File: config.mk
export PLATFORM = sky130hd
export DESIGN_NAME = ppm_port
export DESIGN_NICKNAME = d
export VERILOG_FILES = /design/src/inc/ppm_pkg.sv /design/src/ppm_port.sv /design/src/ppm_sync.sv /design/src/ppm_pad.sv
export SDC_FILE = /design/constraint.sdc
export NUM_CORES = 1
export LEC_CHECK = 0
export BUFFER_PORTS_ARGS = -buffer_cell sky130_fd_sc_hd__buf_4
export CORE_ASPECT_RATIO = 0.9
export CORE_MARGIN = 5
export CORE_UTILIZATION = 55
export DETAILED_ROUTE_END_ITERATION = 6
export GPL_TIMING_DRIVEN = 0
export PLACE_DENSITY = 0.77
export REMOVE_ABC_BUFFERS = 1
export SLEW_MARGIN = 20
export SYNTH_ARGS = -nofsm -noshare
export SYNTH_HDL_FRONTEND = slang
export SYNTH_HIERARCHICAL = 1
export SYNTH_SLANG_ARGS = --single-unit
File: constraint.sdc
create_clock -name clk -period 1.9 [get_ports clk]
set_clock_uncertainty 0.1 [all_clocks]
set_input_delay 0.285 -clock clk [delete_from_list [all_inputs] [get_ports clk]]
set_output_delay 0.285 -clock clk [all_outputs]
set_load 0.05 [all_outputs]
File: src/inc/ppm_pkg.sv
// package: register map, reset values and widths for the port pin config and match block
// Function
// input-mode 0 makes pin analog, disables digital
// output-mode 0 open-drain, 1 push-pull, reset 0
// output-mode ignored while pin is analog
// skip bit 1 hides pin from crossbar
// software should skip analog and special pins
// match event when masked pins differ from value
// mask bit 0 excludes pin, mask resets zero
// port two latch drives pins, 1 may float
// port two read: analog 0, else pin level
// port two latch resets ones, bit access
// port one latch drives pins the same way
// match event requests interrupt and wakes oscillator
// read-modify-write reads latch, not pin
// pins pass synchronizer before reads and compare
// port two output-mode: only bit 0 writable
package ppm_pkg;
    // ----------------------------------------
    // register addresses
    // ----------------------------------------
    localparam logic [7:0] PPM_ADDR_P1_DATA = 8'h90;
    localparam logic [7:0] PPM_ADDR_P2_DATA = 8'hA0;
    localparam logic [7:0] PPM_ADDR_P1_STYLE = 8'hA5;
    localparam logic [7:0] PPM_ADDR_P2_STYLE = 8'hA6;
    localparam logic [7:0] PPM_ADDR_P1_MASK = 8'hBF;
    localparam logic [7:0] PPM_ADDR_P1_VALUE = 8'hCF;
    localparam logic [7:0] PPM_ADDR_P1_BYPASS = 8'hD5;
    localparam logic [7:0] PPM_ADDR_P2_BYPASS = 8'hD6;
    localparam logic [7:0] PPM_ADDR_P1_ANALOG = 8'hF2;
    localparam logic [7:0] PPM_ADDR_P2_ANALOG = 8'hF3;
    // ----------------------------------------
    // reset values
    // ----------------------------------------
    localparam logic [7:0] PPM_RST_DATA = 8'hFF;
    localparam logic [7:0] PPM_RST_STYLE = 8'h00;
    localparam logic [7:0] PPM_RST_MASK = 8'h00;
    localparam logic [7:0] PPM_RST_VALUE = 8'hFF;
    localparam logic [7:0] PPM_RST_BYPASS = 8'h00;
    localparam logic [7:0] PPM_RST_ANALOG = 8'hFF;
    // writable bits of port two output style
    localparam logic [7:0] PPM_P2_STYLE_WMASK = 8'h01;
    localparam int PPM_WIDTH = 8;
endpackage : ppm_pkg

File: src/ppm_port.sv
// top: two-port pin configuration, data latches and match comparator
`timescale 1ns/100ps
`default_nettype none
module ppm_port
    import ppm_pkg::*;
#(
    parameter int WIDTH = 8
)
(
    // clock and reset
    input wire logic clk,
    input wire logic resetn,
    // special function register port
    input wire logic [7:0] sfr_addr,
    input wire logic [7:0] sfr_wdata,
    input wire logic sfr_wr,
    input wire logic sfr_rd,
    input wire logic sfr_rmw,
    output logic [7:0] sfr_rdata,
    // first port pins
    input wire logic [WIDTH-1:0] port_one_in,
    output logic [WIDTH-1:0] port_one_out,
    output logic [WIDTH-1:0] port_one_oe_n,
    // second port pins
    input wire logic [WIDTH-1:0] port_two_in,
    output logic [WIDTH-1:0] port_two_out,
    output logic [WIDTH-1:0] port_two_oe_n,
    // crossbar and analog controls
    output logic [WIDTH-1:0] port1_skip,
    output logic [WIDTH-1:0] port2_skip,
    output logic [WIDTH-1:0] port1_analog_n,
    output logic [WIDTH-1:0] port2_analog_n,
    // match event
    input wire logic match_irq_enable,
    output logic match_event,
    output logic match_irq,
    output logic osc_wake
);
    // ----------------------------------------
    // registers
    // ----------------------------------------
    logic [7:0] p1_data_q; // first port latch
    logic [7:0] p2_data_q; // second port latch
    logic [7:0] p1_style_q; // first port output style
    logic [7:0] p2_style_q; // second port output style, bit 0 only
    logic [7:0] p1_mask_q; // compare mask
    logic [7:0] p1_value_q; // compare value
    logic [7:0] p1_bypass_q; // crossbar skip, port one
    logic [7:0] p2_bypass_q; // crossbar skip, port two
    logic [7:0] p1_analog_q; // input mode, port one (0 = analog)
    logic [7:0] p2_analog_q; // input mode, port two
    logic [7:0] p1_lvl; // synchronized pins
    logic [7:0] p2_lvl;
    logic [7:0] p1_drv;
    logic [7:0] p1_oen;
    logic [7:0] p2_drv;
    logic [7:0] p2_oen;
    logic match_d; // comparator result
    logic [7:0] rdata_d;

    initial
    begin
        if (WIDTH != 8) $error("ppm_port: port width must be 8");
    end

    // ----------------------------------------
    // synchronizers
    // ----------------------------------------
    ppm_sync #(.WIDTH(WIDTH)) u_sync1
    (
        .clk(clk),
        .resetn(resetn),
        .raw_i(port_one_in),
        .level_o(p1_lvl)
    );
    ppm_sync #(.WIDTH(WIDTH)) u_sync2
    (
        .clk(clk),
        .resetn(resetn),
        .raw_i(port_two_in),
        .level_o(p2_lvl)
    );

    // ----------------------------------------
    // register writes
    // ----------------------------------------
    // data latches: byte writes; bit ops arrive as a latch-based rmw byte
    always_ff @(posedge clk or negedge resetn)
    begin
        if (!resetn)
        begin
            p1_data_q <= PPM_RST_DATA;
            p2_data_q <= PPM_RST_DATA;
        end
        else if (sfr_wr)
        begin
            if (sfr_addr == PPM_ADDR_P1_DATA)
                p1_data_q <= sfr_wdata;
            if (sfr_addr == PPM_ADDR_P2_DATA)
                p2_data_q <= sfr_wdata;
        end
    end

    // pin configuration registers
    always_ff @(posedge clk or negedge resetn)
    begin
        if (!resetn)
        begin
            p1_style_q <= PPM_RST_STYLE;
            p2_style_q <= PPM_RST_STYLE;
            p1_bypass_q <= PPM_RST_BYPASS;
            p2_bypass_q <= PPM_RST_BYPASS;
            p1_analog_q <= PPM_RST_ANALOG;
            p2_analog_q <= PPM_RST_ANALOG;
        end
        else if (sfr_wr)
        begin
            unique case (sfr_addr)
                PPM_ADDR_P1_STYLE: p1_style_q <= sfr_wdata;
                PPM_ADDR_P2_STYLE: p2_style_q <= sfr_wdata & PPM_P2_STYLE_WMASK;
                PPM_ADDR_P1_BYPASS: p1_bypass_q <= sfr_wdata;
                PPM_ADDR_P2_BYPASS: p2_bypass_q <= sfr_wdata;
                PPM_ADDR_P1_ANALOG: p1_analog_q <= sfr_wdata;
                PPM_ADDR_P2_ANALOG: p2_analog_q <= sfr_wdata;
                default: ; // other addresses belong to other blocks
            endcase
        end
    end

    // comparator registers
    always_ff @(posedge clk or negedge resetn)
    begin
        if (!resetn)
        begin
            p1_mask_q <= PPM_RST_MASK;
            p1_value_q <= PPM_RST_VALUE;
        end
        else if (sfr_wr)
        begin
            if (sfr_addr == PPM_ADDR_P1_MASK)
                p1_mask_q <= sfr_wdata;
            if (sfr_addr == PPM_ADDR_P1_VALUE)
                p1_value_q <= sfr_wdata;
        end
    end

    // ----------------------------------------
    // read path
    // ----------------------------------------
    // pin reads mask analog pins; rmw reads return the latch instead
    always_comb
    begin
        rdata_d = 8'h00;
        unique case (sfr_addr)
            PPM_ADDR_P1_DATA: rdata_d = sfr_rmw ? p1_data_q : (p1_lvl & p1_analog_q);
            PPM_ADDR_P2_DATA: rdata_d = sfr_rmw ? p2_data_q : (p2_lvl & p2_analog_q);
            PPM_ADDR_P1_STYLE: rdata_d = p1_style_q;
            PPM_ADDR_P2_STYLE: rdata_d = p2_style_q;
            PPM_ADDR_P1_MASK: rdata_d = p1_mask_q;
            PPM_ADDR_P1_VALUE: rdata_d = p1_value_q;
            PPM_ADDR_P1_BYPASS: rdata_d = p1_bypass_q;
            PPM_ADDR_P2_BYPASS: rdata_d = p2_bypass_q;
            PPM_ADDR_P1_ANALOG: rdata_d = p1_analog_q;
            PPM_ADDR_P2_ANALOG: rdata_d = p2_analog_q;
            default: rdata_d = 8'h00; // unmapped reads as zero
        endcase
    end

    // read data registered, one cycle after the strobe
    always_ff @(posedge clk or negedge resetn)
    begin
        if (!resetn)
            sfr_rdata <= 8'h00;
        else if (sfr_rd)
            sfr_rdata <= rdata_d;
    end

    // ----------------------------------------
    // match comparator
    // ----------------------------------------
    // mismatch of masked pins; an analog pin reads 0 like the data path
    assign match_d = ((p1_lvl & p1_analog_q & p1_mask_q) != (p1_value_q & p1_mask_q));

    always_ff @(posedge clk or negedge resetn)
    begin
        if (!resetn)
        begin
            match_event <= 1'b0;
            match_irq <= 1'b0;
            osc_wake <= 1'b0;
        end
        else
        begin
            match_event <= match_d;
            match_irq <= match_d & match_irq_enable;
            osc_wake <= match_d; // wake regardless of enable
        end
    end

    // ----------------------------------------
    // pin drivers
    // ----------------------------------------
    ppm_pad #(.WIDTH(WIDTH)) u_pad1
    (
        .latch_i(p1_data_q),
        .digital_i(p1_analog_q),
        .pushpull_i(p1_style_q),
        .pin_o(p1_drv),
        .pin_oe_n(p1_oen)
    );
    ppm_pad #(.WIDTH(WIDTH)) u_pad2
    (
        .latch_i(p2_data_q),
        .digital_i(p2_analog_q),
        .pushpull_i(p2_style_q),
        .pin_o(p2_drv),
        .pin_oe_n(p2_oen)
    );

    // outputs registered so the pads see glitch-free levels
    always_ff @(posedge clk or negedge resetn)
    begin
        if (!resetn)
        begin
            port_one_out <= '1;
            port_one_oe_n <= '1;
            port_two_out <= '1;
            port_two_oe_n <= '1;
            port1_skip <= '0;
            port2_skip <= '0;
            port1_analog_n <= '1;
            port2_analog_n <= '1;
        end
        else
        begin
            port_one_out <= p1_drv;
            port_one_oe_n <= p1_oen;
            port_two_out <= p2_drv;
            port_two_oe_n <= p2_oen;
            port1_skip <= p1_bypass_q;
            port2_skip <= p2_bypass_q;
            port1_analog_n <= p1_analog_q;
            port2_analog_n <= p2_analog_q;
        end
    end

    // ----------------------------------------
    // checks
    // ----------------------------------------
    analog_nodrive_a: assert property (@(posedge clk) disable iff (!resetn)
        (!p1_analog_q[0]) |=> port_one_oe_n[0]) else $error("analog pin driven");
    opendrain_float_a: assert property (@(posedge clk) disable iff (!resetn)
        (p2_analog_q[0] && p2_data_q[0] && !p2_style_q[0]) |=> port_two_oe_n[0])
        else $error("open-drain one drove");
    style_ignored_a: assert property (@(posedge clk) disable iff (!resetn)
        (!p1_analog_q[1] && p1_style_q[1]) |=> port_one_oe_n[1]) else $error("style used on analog");
    skip_follow_a: assert property (@(posedge clk) disable iff (!resetn)
        1'b1 |=> (port1_skip == $past(p1_bypass_q))) else $error("skip mismatch");
    match_raise_a: assert property (@(posedge clk) disable iff (!resetn)
        match_d |=> match_event && osc_wake) else $error("match not raised");
    mask_zero_a: assert property (@(posedge clk) disable iff (!resetn)
        (p1_mask_q == 8'h00) |=> !match_event) else $error("masked match fired");
    drive_low_a: assert property (@(posedge clk) disable iff (!resetn)
        (p2_analog_q[0] && !p2_data_q[0]) |=> (!port_two_oe_n[0] && !port_two_out[0]))
        else $error("zero not driven low");
    analog_read_a: assert property (@(posedge clk) disable iff (!resetn)
        (sfr_rd && !sfr_rmw && sfr_addr == PPM_ADDR_P2_DATA && !p2_analog_q[2]) |=> !sfr_rdata[2])
        else $error("analog bit read one");
    rmw_latch_a: assert property (@(posedge clk) disable iff (!resetn)
        (sfr_rd && sfr_rmw && sfr_addr == PPM_ADDR_P1_DATA) |=> (sfr_rdata == $past(p1_data_q)))
        else $error("rmw read not latch");
    irq_gate_a: assert property (@(posedge clk) disable iff (!resetn)
        match_irq |-> match_event) else $error("irq without match");
    style_bits_a: assert property (@(posedge clk) disable iff (!resetn)
        p2_style_q[7:1] == 7'h00) else $error("p2 style upper bits set");
    drive_one_a: assert property (@(posedge clk) disable iff (!resetn)
        (p1_analog_q[0] && !p1_data_q[0]) |=> !port_one_oe_n[0]) else $error("p1 zero undriven");

    match_seen_c: cover property (@(posedge clk) disable iff (!resetn) match_irq);
    rmw_seen_c: cover property (@(posedge clk) disable iff (!resetn) sfr_rd && sfr_rmw);
    pushpull_c: cover property (@(posedge clk) disable iff (!resetn) p2_style_q[0] && p2_data_q[0]);
endmodule : ppm_port
`default_nettype wire

File: src/ppm_sync.sv
// three-stage pin synchronizer with second/third agreement filter
`timescale 1ns/100ps
`default_nettype none
module ppm_sync
    import ppm_pkg::*;
#(
    parameter int WIDTH = 8
)
(
    // clock and reset
    input wire logic clk,
    input wire logic resetn,
    // raw and filtered levels
    input wire logic [WIDTH-1:0] raw_i,
    output logic [WIDTH-1:0] level_o
);
    // ----------------------------------------
    // stages
    // ----------------------------------------
    logic [WIDTH-1:0] s1_q; // metastability catcher, read only by s2
    logic [WIDTH-1:0] s2_q; // second stage
    logic [WIDTH-1:0] s3_q; // third stage

    initial
    begin
        if (WIDTH < 1) $error("ppm_sync: width must be positive");
    end

    // shift chain; pins reset high as the weak pullups would pull them
    always_ff @(posedge clk or negedge resetn)
    begin
        if (!resetn)
        begin
            s1_q <= '1;
            s2_q <= '1;
            s3_q <= '1;
        end
        else
        begin
            s1_q <= raw_i;
            s2_q <= s1_q;
            s3_q <= s2_q;
        end
    end

    // accept a new level per bit only when stages two and three agree
    genvar g;
    generate
        for (g = 0; g < WIDTH; g++)
        begin : g_filt
            always_ff @(posedge clk or negedge resetn)
            begin
                if (!resetn)
                    level_o[g] <= 1'b1;
                else if (s2_q[g] == s3_q[g])
                    level_o[g] <= s3_q[g];
            end
        end
    endgenerate
endmodule : ppm_sync
`default_nettype wire

File: src/ppm_pad.sv
// per-pin output driver selection for one port
`timescale 1ns/100ps
`default_nettype none
module ppm_pad
    import ppm_pkg::*;
#(
    parameter int WIDTH = 8
)
(
    // configuration
    input wire logic [WIDTH-1:0] latch_i,
    input wire logic [WIDTH-1:0] digital_i,
    input wire logic [WIDTH-1:0] pushpull_i,
    // pin drive, enable active low
    output logic [WIDTH-1:0] pin_o,
    output logic [WIDTH-1:0] pin_oe_n
);
    // ----------------------------------------
    // driver decode
    // ----------------------------------------
    genvar g;
    generate
        for (g = 0; g < WIDTH; g++)
        begin : g_pin
            always_comb
            begin
                pin_o[g] = latch_i[g];
                // analog pins never drive; style bit is don't-care there
                if (!digital_i[g])
                    pin_oe_n[g] = 1'b1;
                else if (!latch_i[g])
                    pin_oe_n[g] = 1'b0;
                else
                    pin_oe_n[g] = ~pushpull_i[g]; // open-drain floats a one
            end
        end
    endgenerate
endmodule : ppm_pad
`default_nettype wire

---- Word level (Yosys, flattened, before mapping) ----
Index checks and enable logic that the tools add are counted.
storage, ports and cells
  flip-flop bits (word level) ............. 211
  input port bits ......................... 38
  output and inout bits ................... 75
  logic and storage cells ................. 129
cells by class
  equality and inequality tests ........... 27
  multiplexer cells ....................... 35
  bitwise gates (word level) .............. 14
  reduce and logical (&&, ||, !) cells .... 10
operator list
  operator                               count
  == test 8 bit (second input constant)  10
  one-hot mux 8 bit (10 select lines)    1
  AND 8 bit                              4
  2-to-1 mux 1 bit                       32
  AND reduction 2 bit                    10
  == test 1 bit                          16
  2-to-1 mux 8 bit                       2
  inverter 1 bit                         9
  inequality test 8 bit                  1
  AND 1 bit                              1

---- Depth between registers and ports, before layout ----
Gate-level depths: netlist (run 1).
  depth in word-level cells ............... 4
  gate-level depth with buffers ........... 8
  mapped depth without buffers ............ 5

---- Cells and area by module ----
Netlist (run 1), hierarchy kept.
by module, submodules not included
  module    instances  cells an instance  area each (um^2)  sequential area each (um^2)
  ppm_port  1          423                6017.0            3788.6
  ppm_sync  2          40                 930.9             840.8
  ppm_pad   2          24                 160.2             0.0

---- Least setup slack after synthesis (run 1) ----
Ideal clock, no wire load.
  kind .................................... input -> register
  start point ............................. input sfr_addr[3]
  end point ............................... register p1_analog_q[1]
  library setup time ...................... 82 ps
  arrival ................................. 1704 ps
  required time ........................... 1718 ps
  path slack .............................. 13 ps
  cell stages on the path ................. 4
  path buffers ............................ 1
  path through ............................ buf_2 or4_4 nor3b_4 mux2_2
between the ends
  longest elaborated chain between the ends .. 2
RTL lines
  item                                  RTL line         text
  from (decl)                           ppm_port.sv:14   input wire logic [7:0] sfr_addr,
  == test 8 bit                         ppm_port.sv:118  unique case (sfr_addr)
  AND reduction 2 bit (no source line)  --
  to (signal assigned)                  ppm_port.sv:123  PPM_ADDR_P1_ANALOG: p1_analog_q <= sfr_wdata;
  to (decl)                             ppm_port.sv:50   logic [7:0] p1_analog_q;
Every way passes these cells.
A chain may end at the register's enable or synchronous reset.

---- Final worst setup path (run 1) ----
  start point ............................. input sfr_addr[0]
  end point ............................... register p1_bypass_q[1]
between the ends
  longest elaborated chain between the ends .. 2
RTL lines
  item                                  RTL line         text
  == test 8 bit                         ppm_port.sv:118
  AND reduction 2 bit (no source line)  --
  to (signal assigned)                  ppm_port.sv:121  PPM_ADDR_P1_BYPASS: p1_bypass_q <= sfr_wdata;
  to (decl)                             ppm_port.sv:48   logic [7:0] p1_bypass_q;
Every way passes these cells.

==> flow_summary.json, run 1 <==
{
  "antennaDiodeCount": 0,
  "max-cap-violations": 0,
  "hold_path_class": "in -> reg",
  "critPathMaxFanout": 18,
  "synthArstFlopShare_pct": 100.0,
  "viasPerCell": 5.541,
  "path_cells": "buf_4 -> nor4bb_4 -> nand3_2 -> mux2_2",
  "p_sw_mw": 2.300,
  "via_count": 4970,
  "ys.flop_type": "dfstp_2",
  "fillers": 965,
  "postLayoutCoreUtil_pct": 69.47,
  "synth_top_area_share_pct": 48.71,
  "required_ns": 2.17,
  "critical_path_class": "in -> reg",
  "intPower_mw": 7.599,
  "ant_nets": 0,
  "setup_violations": 0,
  "worstSkewPairLatency_ns": 0.50,
  "setup.worst_path.start_class": "input port",
  "drt_wl_total_um": 18310,
  "r2r-end": "osc_wake$_DFF_PN0_",
  "netlist_area_mm2": 0.008199,
  "finalNetCount": 723,
  "die_h_um": 125.8,
  "grt_pass1_vias": 5336,
  "clkTransAtPathRegs_ns": 0.06,
  "wire_per_inst_um": 20.42,
  "cts.sinks": 211,
  "synth_top_area_cell": "dfstp_2",
  "p_clk_share_pct": 40.6,
  "ys_seq_area_share_pct": 66.72,
  "grt_pass1_wl_um": 29450,
  "yosysMostFrequentCell": "dfstp_2",
  "place_area_mm2": 0.009186,
  "cts_tree": "yes",
  "fin_crit_ns": 1.768,
  "drc": 0,
  "ys_warn_count": 6,
  "crit_path_max_incr_delay_ns": 0.58,
  "holdPathEnd": "p1_analog_q[1]$_DFFE_PN1P_",
  "p_seq_share_pct": 50.7,
  "ir_drop_mv": 0.7596,
  "slowest_stage": "nor4bb_4",
  "track_usage_pct": 21.03,
  "die_w_um": 138.7,
  "synth_area_leaders": "dfstp_2 (49%), dfrtp_1 (18%), mux2_2 (10%)",
  "reg2reg_from": "p1_analog_q[3]$_DFFE_PN1P_",
  "drive_gt1_share_pct": 61.37,
  "p_per_area_mw_per_mm2": 971.8,
  "htree_levels": 1,
  "p_total_mw": 9.899,
  "r2r_slack_ns": 0.17,
  "switching_share_pct": 23.23,
  "crit_path_end_kind": "register",
  "pin_count": 113,
  "fp.dieArea_mm2": 0.01745,
  "postSynthAreaPerCell_um2": 14.88,
  "stdcell_area_mm2": 0.01019,
  "cts_root_buf": "clkbuf_16",
  "drt-pass1-iter-count": 5,
  "fmax_ghz": 0.5656,
  "synth_seq_cells": 211,
  "antenna_found_initial": 0,
  "globalplace.congestion": 0.8278,
  "synth_edf_count": 0,
  "grt_overflow": 0,
  "tightest_slew_ns": 0.8067,
  "hold_depth": 2,
  "coreArea_mm2": 0.01466,
  "initial_core_util_pct": 55.92,
  "yosysUniqueCellTypes": 54,
  "status": "finished clean",
  "finalMaxSlewViolations": 0,
  "numCtsBuffers": 21,
  "p_leak_nw": 4.391,
  "drtIter0Drc": 439,
  "rsz0062_at_grt": "false",
  "hold_start": "sfr_wdata[1]",
  "clk_path_buf_depth": 3,
  "fin_tns_setup_ns": 0,
  "slew_headroom_pct": 46.14,
  "rows": 42,
  "synth_common_cells": "dfstp_2 (152), mux2_2 (73), dfrtp_1 (59)",
  "dp_hpwl_um": 11670,
  "portBuffers": 112,
  "period_share_pct": 93.05,
  "critical_path_arrival_ns": 2.04,
  "hold_viol": 0,
  "grt_max_degree": 108,
  "syn_to_final_growth_pct": 24.23,
  "reg2reg_depth": 5,
  "p_comb_share_pct": 8.7,
  "synth_cells": 551
}
## critical path, delay by kind of cell
family,cells,cell delay (ns)
simple gates,2,1.02
mux,1,0.39
buf+inv,1,0.33
## how the worst max path moves through the flow
stage | slack, ns | cells past startpoint | endpoint | start
2_1_floorplan | -0.87 | 3 | p1_style_q[0]$_DFFE_PN0P_ | sfr_addr[7]
3_3_place_gp | -3.07 | 4 | p1_style_q[3]$_DFFE_PN0P_ | sfr_addr[6]
3_5_place_dp | -1.16 | 4 | p1_bypass_q[6]$_DFFE_PN0P_ | sfr_addr[0]
4_1_cts | 0.01 | 5 | sfr_rdata[2]$_DFFE_PN0P_ | sfr_rd
5_1_grt | 0.09 | 4 | p1_data_q[5]$_DFFE_PN1P_ | sfr_addr[5]
6_report | 0.13 | 4 | p1_bypass_q[1]$_DFFE_PN0P_ | sfr_addr[0]
## logic make-up after synthesis
kind of cell	count (synthesis)	synth area share (%)
flip-flops	211	66.72
AND/OR/NAND/NOR	88	7.386
AO/OA/AOI/OAI	83	7.768
multiplexers	81	11.00
buffers and inverters	62	3.922
adder cells (fa/ha/maj)	16	2.197
XOR/XNOR	9	0.9614
other	1	0.04574
## layer usage
metal	wire length, um	share of wire, %	vias to the layer above	track usage (%)
met3	1255	6.9	45	5.118
li1	-	-	2201	-
met2	9037	49	206	34.56
met5	0	0	-	0
met4	542	3.0	0	7.077
met1	7478	41	2518	27.84
## layout make-up
cell class                 count  area [um^2]  area share, %
timing repair buffer         144         1184          11.62
multi-input combinational    284         2520          24.74
clock buffer                  34        634.4          6.228
tap                          198        247.7          2.432
clock inverter                 3        43.79         0.4299
sequential                   211         5470          53.70
inverter                      23        86.33         0.8476
## through the flow
stage | setup WS, ns | hold slack, ns | cells
6_report | 0.1320 | 0.006259 | 897
5_1_grt | 0.09314 | 0.003630 | 897
4_1_cts | 0.01202 | 0.0004165 | 894
3_5_place_dp | -1.157 | 0.2468 | 831
3_3_place_gp | -3.069 | 0.2458 | 828
2_1_floorplan | -0.8723 | -0.1106 | 518
## cells in the final DEF, fill, tap and decap left out, types with 8 or more instances in the layout
cell type      count
a22oi_1           10
and2_1            10
and3b_1           12
buf_4            117
clkbuf_16         21
dfrtp_1           59
dfstp_2          152
dlygate4sd3_1     22
inv_1             22
maj3_2            16
mux2_2            73
mux2i_1            8
nand2_1           19
nand3_1           13
o211ai_1          10
o21ai_2           16
o22ai_1            8
xnor2_1            9
## what timing repair did
action / in CTS / in global routing
gates cloned: 0 / 0
hold buffers: 22 / 0
setup buffers: 4 / 3
pin swaps: 2 / 2
endpoints found under the setup margin: 42 / 27
gates resized for setup: 5 / 2
hold endpoints to repair: 60 / 0
## power groups by stage
stage	sequential, mW	clock, mW	combinational, mW
after floorplan	5.28	0	0.202
final	5.02	4.02	0.865
after CTS	5.02	4.08	0.869
after global routing	5.04	4.28	0.925
after global placement	5.07	0	0.780
after detailed placement	5.09	0	0.823
Power figures use the tool's default switching activity.
==> inputs of run 2 (changes only) <==
--- a/config.mk
+++ b/config.mk
@@ -12,6 +12,7 @@
 export DETAILED_ROUTE_END_ITERATION = 6
 export GPL_TIMING_DRIVEN = 0
 export PLACE_DENSITY = 0.77
+export RECOVER_POWER = 25
 export REMOVE_ABC_BUFFERS = 1
 export SLEW_MARGIN = 20
 export SYNTH_ARGS = -nofsm -noshare
==> flow_summary.json, run 2 (same netlist as run 1, synthesis figures left out) <==
{
  "status": "finished clean",
  "grt_pass1_vias": 5336,
  "wire_per_inst_um": 20.41,
  "path_buf_inv": 1,
  "die_w_um": 138.7,
  "required_ns": 2.20,
  "crit_path_max_incr_delay_ns": 0.75,
  "worstSkewPairLatency_ns": 0.50,
  "clk_path_buf_depth": 3,
  "critical_path_class": "in -> reg",
  "finalNetCount": 723,
  "ir_drop_mv": 0.7566,
  "grt_pass1_wl_um": 29450,
  "track_usage_pct": 21.03,
  "syn_to_final_growth_pct": 23.58,
  "max-cap-violations": 0,
  "antennaDiodeCount": 0,
  "rows": 42,
  "final_cell_mix": "buf_4 (101), dfstp_2 (99), mux2_2 (73), dfrtp_1 (59), dfstp_1 (53)",
  "final_common_cell": "buf_4",
  "portBuffers": 112,
  "antenna_found_initial": 0,
  "place_area_mm2": 0.009186,
  "clkTransAtPathRegs_ns": 0.06,
  "rsz0062_at_grt": "false",
  "viasPerCell": 5.553,
  "fin_crit_ns": 1.782,
  "fp.dieArea_mm2": 0.01745,
  "cts.sinks": 211,
  "p_per_area_mw_per_mm2": 971.8,
  "drive_gt1_share_pct": 51.07,
  "via_count": 4981,
  "coreArea_mm2": 0.01466,
  "drt_wl_total_um": 18310,
  "dp_hpwl_um": 11670,
  "crit_path_end_kind": "register",
  "setup_violations": 0,
  "critical_path_arrival_ns": 2.08,
  "globalplace.congestion": 0.8278,
  "setup.worst_path.start_class": "input port",
  "grt_overflow": 0,
  "cts_tree": "yes",
  "hold_viol": 0,
  "cts_root_buf": "clkbuf_16",
  "slew_headroom_pct": 46.11,
  "htree_levels": 1,
  "period_share_pct": 93.78,
  "path_cells": "buf_4 -> nor4bb_4 -> nand2_1 -> nand3_1 -> a22oi_2 -> a32oi_1",
  "die_h_um": 125.8,
  "numCtsBuffers": 21,
  "grt_max_degree": 108,
  "fmax_ghz": 0.5612,
  "slowest_stage": "nor4bb_4",
  "tightest_slew_ns": 0.8072,
  "p_total_mw": 9.847,
  "finalMaxSlewViolations": 0,
  "critPathTopFamily": "simple AND/OR/NAND/NOR gates",
  "p_leak_nw": 4.368,
  "initial_core_util_pct": 55.92,
  "drtIter0Drc": 518,
  "drc": 0,
  "ant_nets": 0,
  "stdcell_area_mm2": 0.01013,
  "drt-pass1-iter-count": 5,
  "critPathMaxFanout": 10,
  "pin_count": 113,
  "hold_path_class": "in -> reg"
}
-- run 2: metal layers --
layer	up-vias	wire length [um]	GRT usage, %
met5	-	0	0
met4	0	495	7.077
met3	41	1264	5.118
met2	196	9161	34.56
met1	2542	7392	27.84
li1	2202	-	-
-- run 2: layout make-up --
class / instances / area (um^2)
Clock buffer: 34 / 634.4
Timing Repair Buffer: 144 / 1184
Fill cell: 987 / 4529
Sequential cell: 211 / 5470
Multi-Input combinational cell: 284 / 2466
Tap cell: 198 / 247.7
Clock inverter: 3 / 43.79
Inverter: 23 / 86.33
-- run 2: timing repair --
action                     in CTS  in global routing
hold buffers                   22                  0
hold endpoints to repair       60                  0
pin swaps                       2                  2
gates resized for setup         5                  2
setup buffers                   4                  3
setup endpoints to repair      42                 27
-- run 2: final timing paths --
check,startpoint,end,slack (ns),cells past startpoint
worst min register to register,u_sync2/s1_q[0]$_DFF_PN1_,u_sync2/s2_q[0]$_DFF_PN1_,0.26,0
worst max register to register,p1_analog_q[3]$_DFFE_PN1P_,osc_wake$_DFF_PN0_,0.18,5
min in group asynchronous,resetn,port2_skip[5]$_DFF_PN0_,0.34,2
worst max-delay path,sfr_addr[5],sfr_rdata[3]$_DFFE_PN0P_,0.12,6
max in group asynchronous,resetn,u_sync2/s2_q[3]$_DFF_PN1_,0.42,3
worst min-delay path,sfr_wdata[1],p1_analog_q[1]$_DFFE_PN1P_,0.01,2
-- run 2: metrics by stage --
| stage | hold WS [ns] | std cells | setup slack, ns | TNS, ns | util (%) |
|---|---|---|---|---|---|
| after floorplan | -0.1106 | 518 | -0.8723 | -19.06 | - |
| after global placement | 0.2458 | 828 | -3.069 | -192.41 | 61.90 |
| after detailed placement | 0.2468 | 831 | -1.157 | -49.29 | 62.66 |
| after CTS | 0.0004165 | 894 | 0.01202 | 0 | 69.28 |
| after global routing | 0.003681 | 897 | 0.09551 | 0 | 69.11 |
| final | 0.01038 | 897 | 0.1182 | 0 | 69.11 |
-- run 2: worst register-to-register path, cell delays in order (launching register included) --
cell     delay, ns
dfstp_2       0.56
nand2_1       0.12
xnor2_1       0.16
a22oi_1       0.22
nand2_1       0.11
or3_1         0.33
-- run 2: power by group --
group / total, mW / switching, mW / internal, mW
logic: 0.851 / 0.534 / 0.316
clock network: 4.01 / 1.60 / 2.41
registers: 4.98 / 0.151 / 4.83
total: 9.85 / 2.28 / 7.56
==> inputs of run 3 (changes only) <==
==> constraint.sdc (replaced) <==
create_clock -name clk -period 1.9 [get_ports clk]
set_clock_uncertainty 0.1 [all_clocks]
set_input_delay 0 -clock clk [delete_from_list [all_inputs] [get_ports clk]]
set_output_delay 0 -clock clk [all_outputs]
set_load 0.05 [all_outputs]
==> flow_summary.json, run 3 (same netlist as run 1, synthesis figures left out) <==
{
  "final_cell_mix": "dfstp_2 (108), buf_4 (95), mux2_2 (73), dfrtp_1 (59), dfstp_1 (44)",
  "p_clk_share_pct": 40.7,
  "cts_root_buf": "clkbuf_16",
  "hold_path_class": "in -> reg",
  "drt-pass1-iter-count": 6,
  "post-place-ws_ns": -0.8721,
  "rsz0062_at_grt": "true",
  "clkTransAtPathRegs_ns": 0.06,
  "globalplace.congestion": 0.8278,
  "cts_tree": "yes",
  "grt_pass1_wl_um": 29550,
  "coreArea_mm2": 0.01466,
  "p_sw_mw": 2.307,
  "max-cap-violations": 0,
  "fillers": 977,
  "p_leak_nw": 4.403,
  "period_share_pct": 103.4,
  "slew_headroom_pct": 38.08,
  "stdcell_area_mm2": 0.01021,
  "postLayoutCoreUtil_pct": 69.63,
  "fin_ws_ns": -0.06543,
  "drive_gt1_share_pct": 53.20,
  "drc": 0,
  "finalMaxSlewViolations": 0,
  "initial_core_util_pct": 55.92,
  "p_per_area_mw_per_mm2": 969.1,
  "htree_levels": 1,
  "crit_path_end_kind": "register",
  "portBuffers": 112,
  "drt_wl_total_um": 18310,
  "p_comb_share_pct": 8.8,
  "fmax_ghz": 0.5088,
  "antennaDiodeCount": 0,
  "post_cts_buffers": 0,
  "rows": 42,
  "r2r_slack_ns": 0.11,
  "required_ns": 2.17,
  "crit_end": "p1_bypass_q[1]$_DFFE_PN0P_",
  "ant_nets": 0,
  "hold_viol": 0,
  "critical_path_arrival_ns": 2.24,
  "setup_violations": 16,
  "track_usage_pct": 21.11,
  "viasPerCell": 5.558,
  "fin_crit_ns": 1.965,
  "status": "complete, but fails checks",
  "pin_count": 113,
  "grt_overflow": 0,
  "antenna_found_initial": 0,
  "drtIter0Drc": 438,
  "finalNetCount": 727,
  "place_area_mm2": 0.009186,
  "intPower_mw": 7.586,
  "violations": "negative setup slack",
  "grt_pass1_vias": 5362,
  "fp.dieArea_mm2": 0.01745,
  "critPathMaxFanout": 18,
  "p_seq_share_pct": 50.5,
  "via_count": 5008,
  "setup.worst_path.start_class": "input port",
  "clk_path_buf_depth": 3,
  "switching_share_pct": 23.32,
  "die_h_um": 125.8,
  "dp_hpwl_um": 11670,
  "startpoint": "sfr_addr[0]",
  "wire_per_inst_um": 20.32,
  "ir_drop_mv": 0.7595,
  "reg2reg_depth": 5,
  "numCtsBuffers": 21,
  "grt_max_degree": 108,
  "final_common_cell": "dfstp_2",
  "reg2reg_from": "p1_analog_q[3]$_DFFE_PN1P_",
  "worstSkewPairLatency_ns": 0.50,
  "r2r-end": "osc_wake$_DFF_PN0_",
  "critical_path_class": "in -> reg",
  "syn_to_final_growth_pct": 24.51,
  "die_w_um": 138.7,
  "cts.sinks": 211,
  "tightest_slew_ns": 0.9288
}
run 3: cell count changes in the layout (fill, tap and decap cells not counted), sizes merged:
cell and delta:
dlymetal6s4s +1, buf -7, dlygate4sd3 +10
run 3: worst min path at each step:
stage                                 to      startpoint  cells past startpoint  slack, ns
3_5_place_dp     port2_skip[5]$_DFF_PN0_          resetn                      1     -0.006
3_3_place_gp   u_sync2/s1_q[6]$_DFF_PN1_  port_two_in[6]                      1      0.008
2_1_floorplan        match_irq$_DFF_PN0_          resetn                      0      -0.40
6_report        sfr_rdata[0]$_DFFE_PN0P_     sfr_addr[4]                      4       0.02
5_1_grt         sfr_rdata[0]$_DFFE_PN0P_     sfr_addr[5]                      4       0.06
4_1_cts         sfr_rdata[0]$_DFFE_PN0P_     sfr_addr[4]                      4       0.01
run 3: area by class of cell:
cell class,count,area (um^2),area share (%)
Sequential cell,211,5470,53.59
Clock inverter,3,43.79,0.4290
Tap cell,198,247.7,2.427
Timing Repair Buffer,148,1231,12.06
Clock buffer,34,634.4,6.214
Inverter,23,86.33,0.8457
Multi-Input combinational cell,284,2495,24.44
run 3: power by group through the flow:
stage	sequential, mW	clock [mW]	combinational [mW]
floorplan	5.28	0	0.202
global placement	5.07	0	0.780
detailed placement	5.09	0	0.823
CTS	5.02	4.08	0.879
global route	5.02	4.28	0.933
finish	5.00	4.02	0.872
run 3: per-stage QoR:
step                      instances  TNS (ns)  hold slack, ns  total power [mW]
after floorplan                 518    -9.209         -0.3956             5.485
after global placement          828   -122.32        0.008298             5.846
after global routing            901   -0.5038         0.05535             10.24
after CTS                       901  -0.07927         0.01267             9.973
after detailed placement        831    -27.11       -0.006228             5.908
final                           901   -0.8637         0.01951             9.893
run 3: worst max-delay path, cell delays in order:
cell and delay [ns]:
buf_4 0.33, nor4bb_2 0.75, nand3_1 0.66, mux2_2 0.47
run 3: what timing repair did:
item	in CTS	in global routing
hold buffers	33	0
resized for setup	2	1
cloned	0	0
endpoints found under the hold margin	204	0
endpoints found under the setup margin	24	17
run 3: metal layers:
layer  vias to the layer above  GRT usage [%]  wire, um
met2                       201          34.82      9089
met1                      2554          28.08      7382
li1                       2206              -         -
met3                        47          4.549      1254
met5                         -              0         0
met4                         0          7.422       583
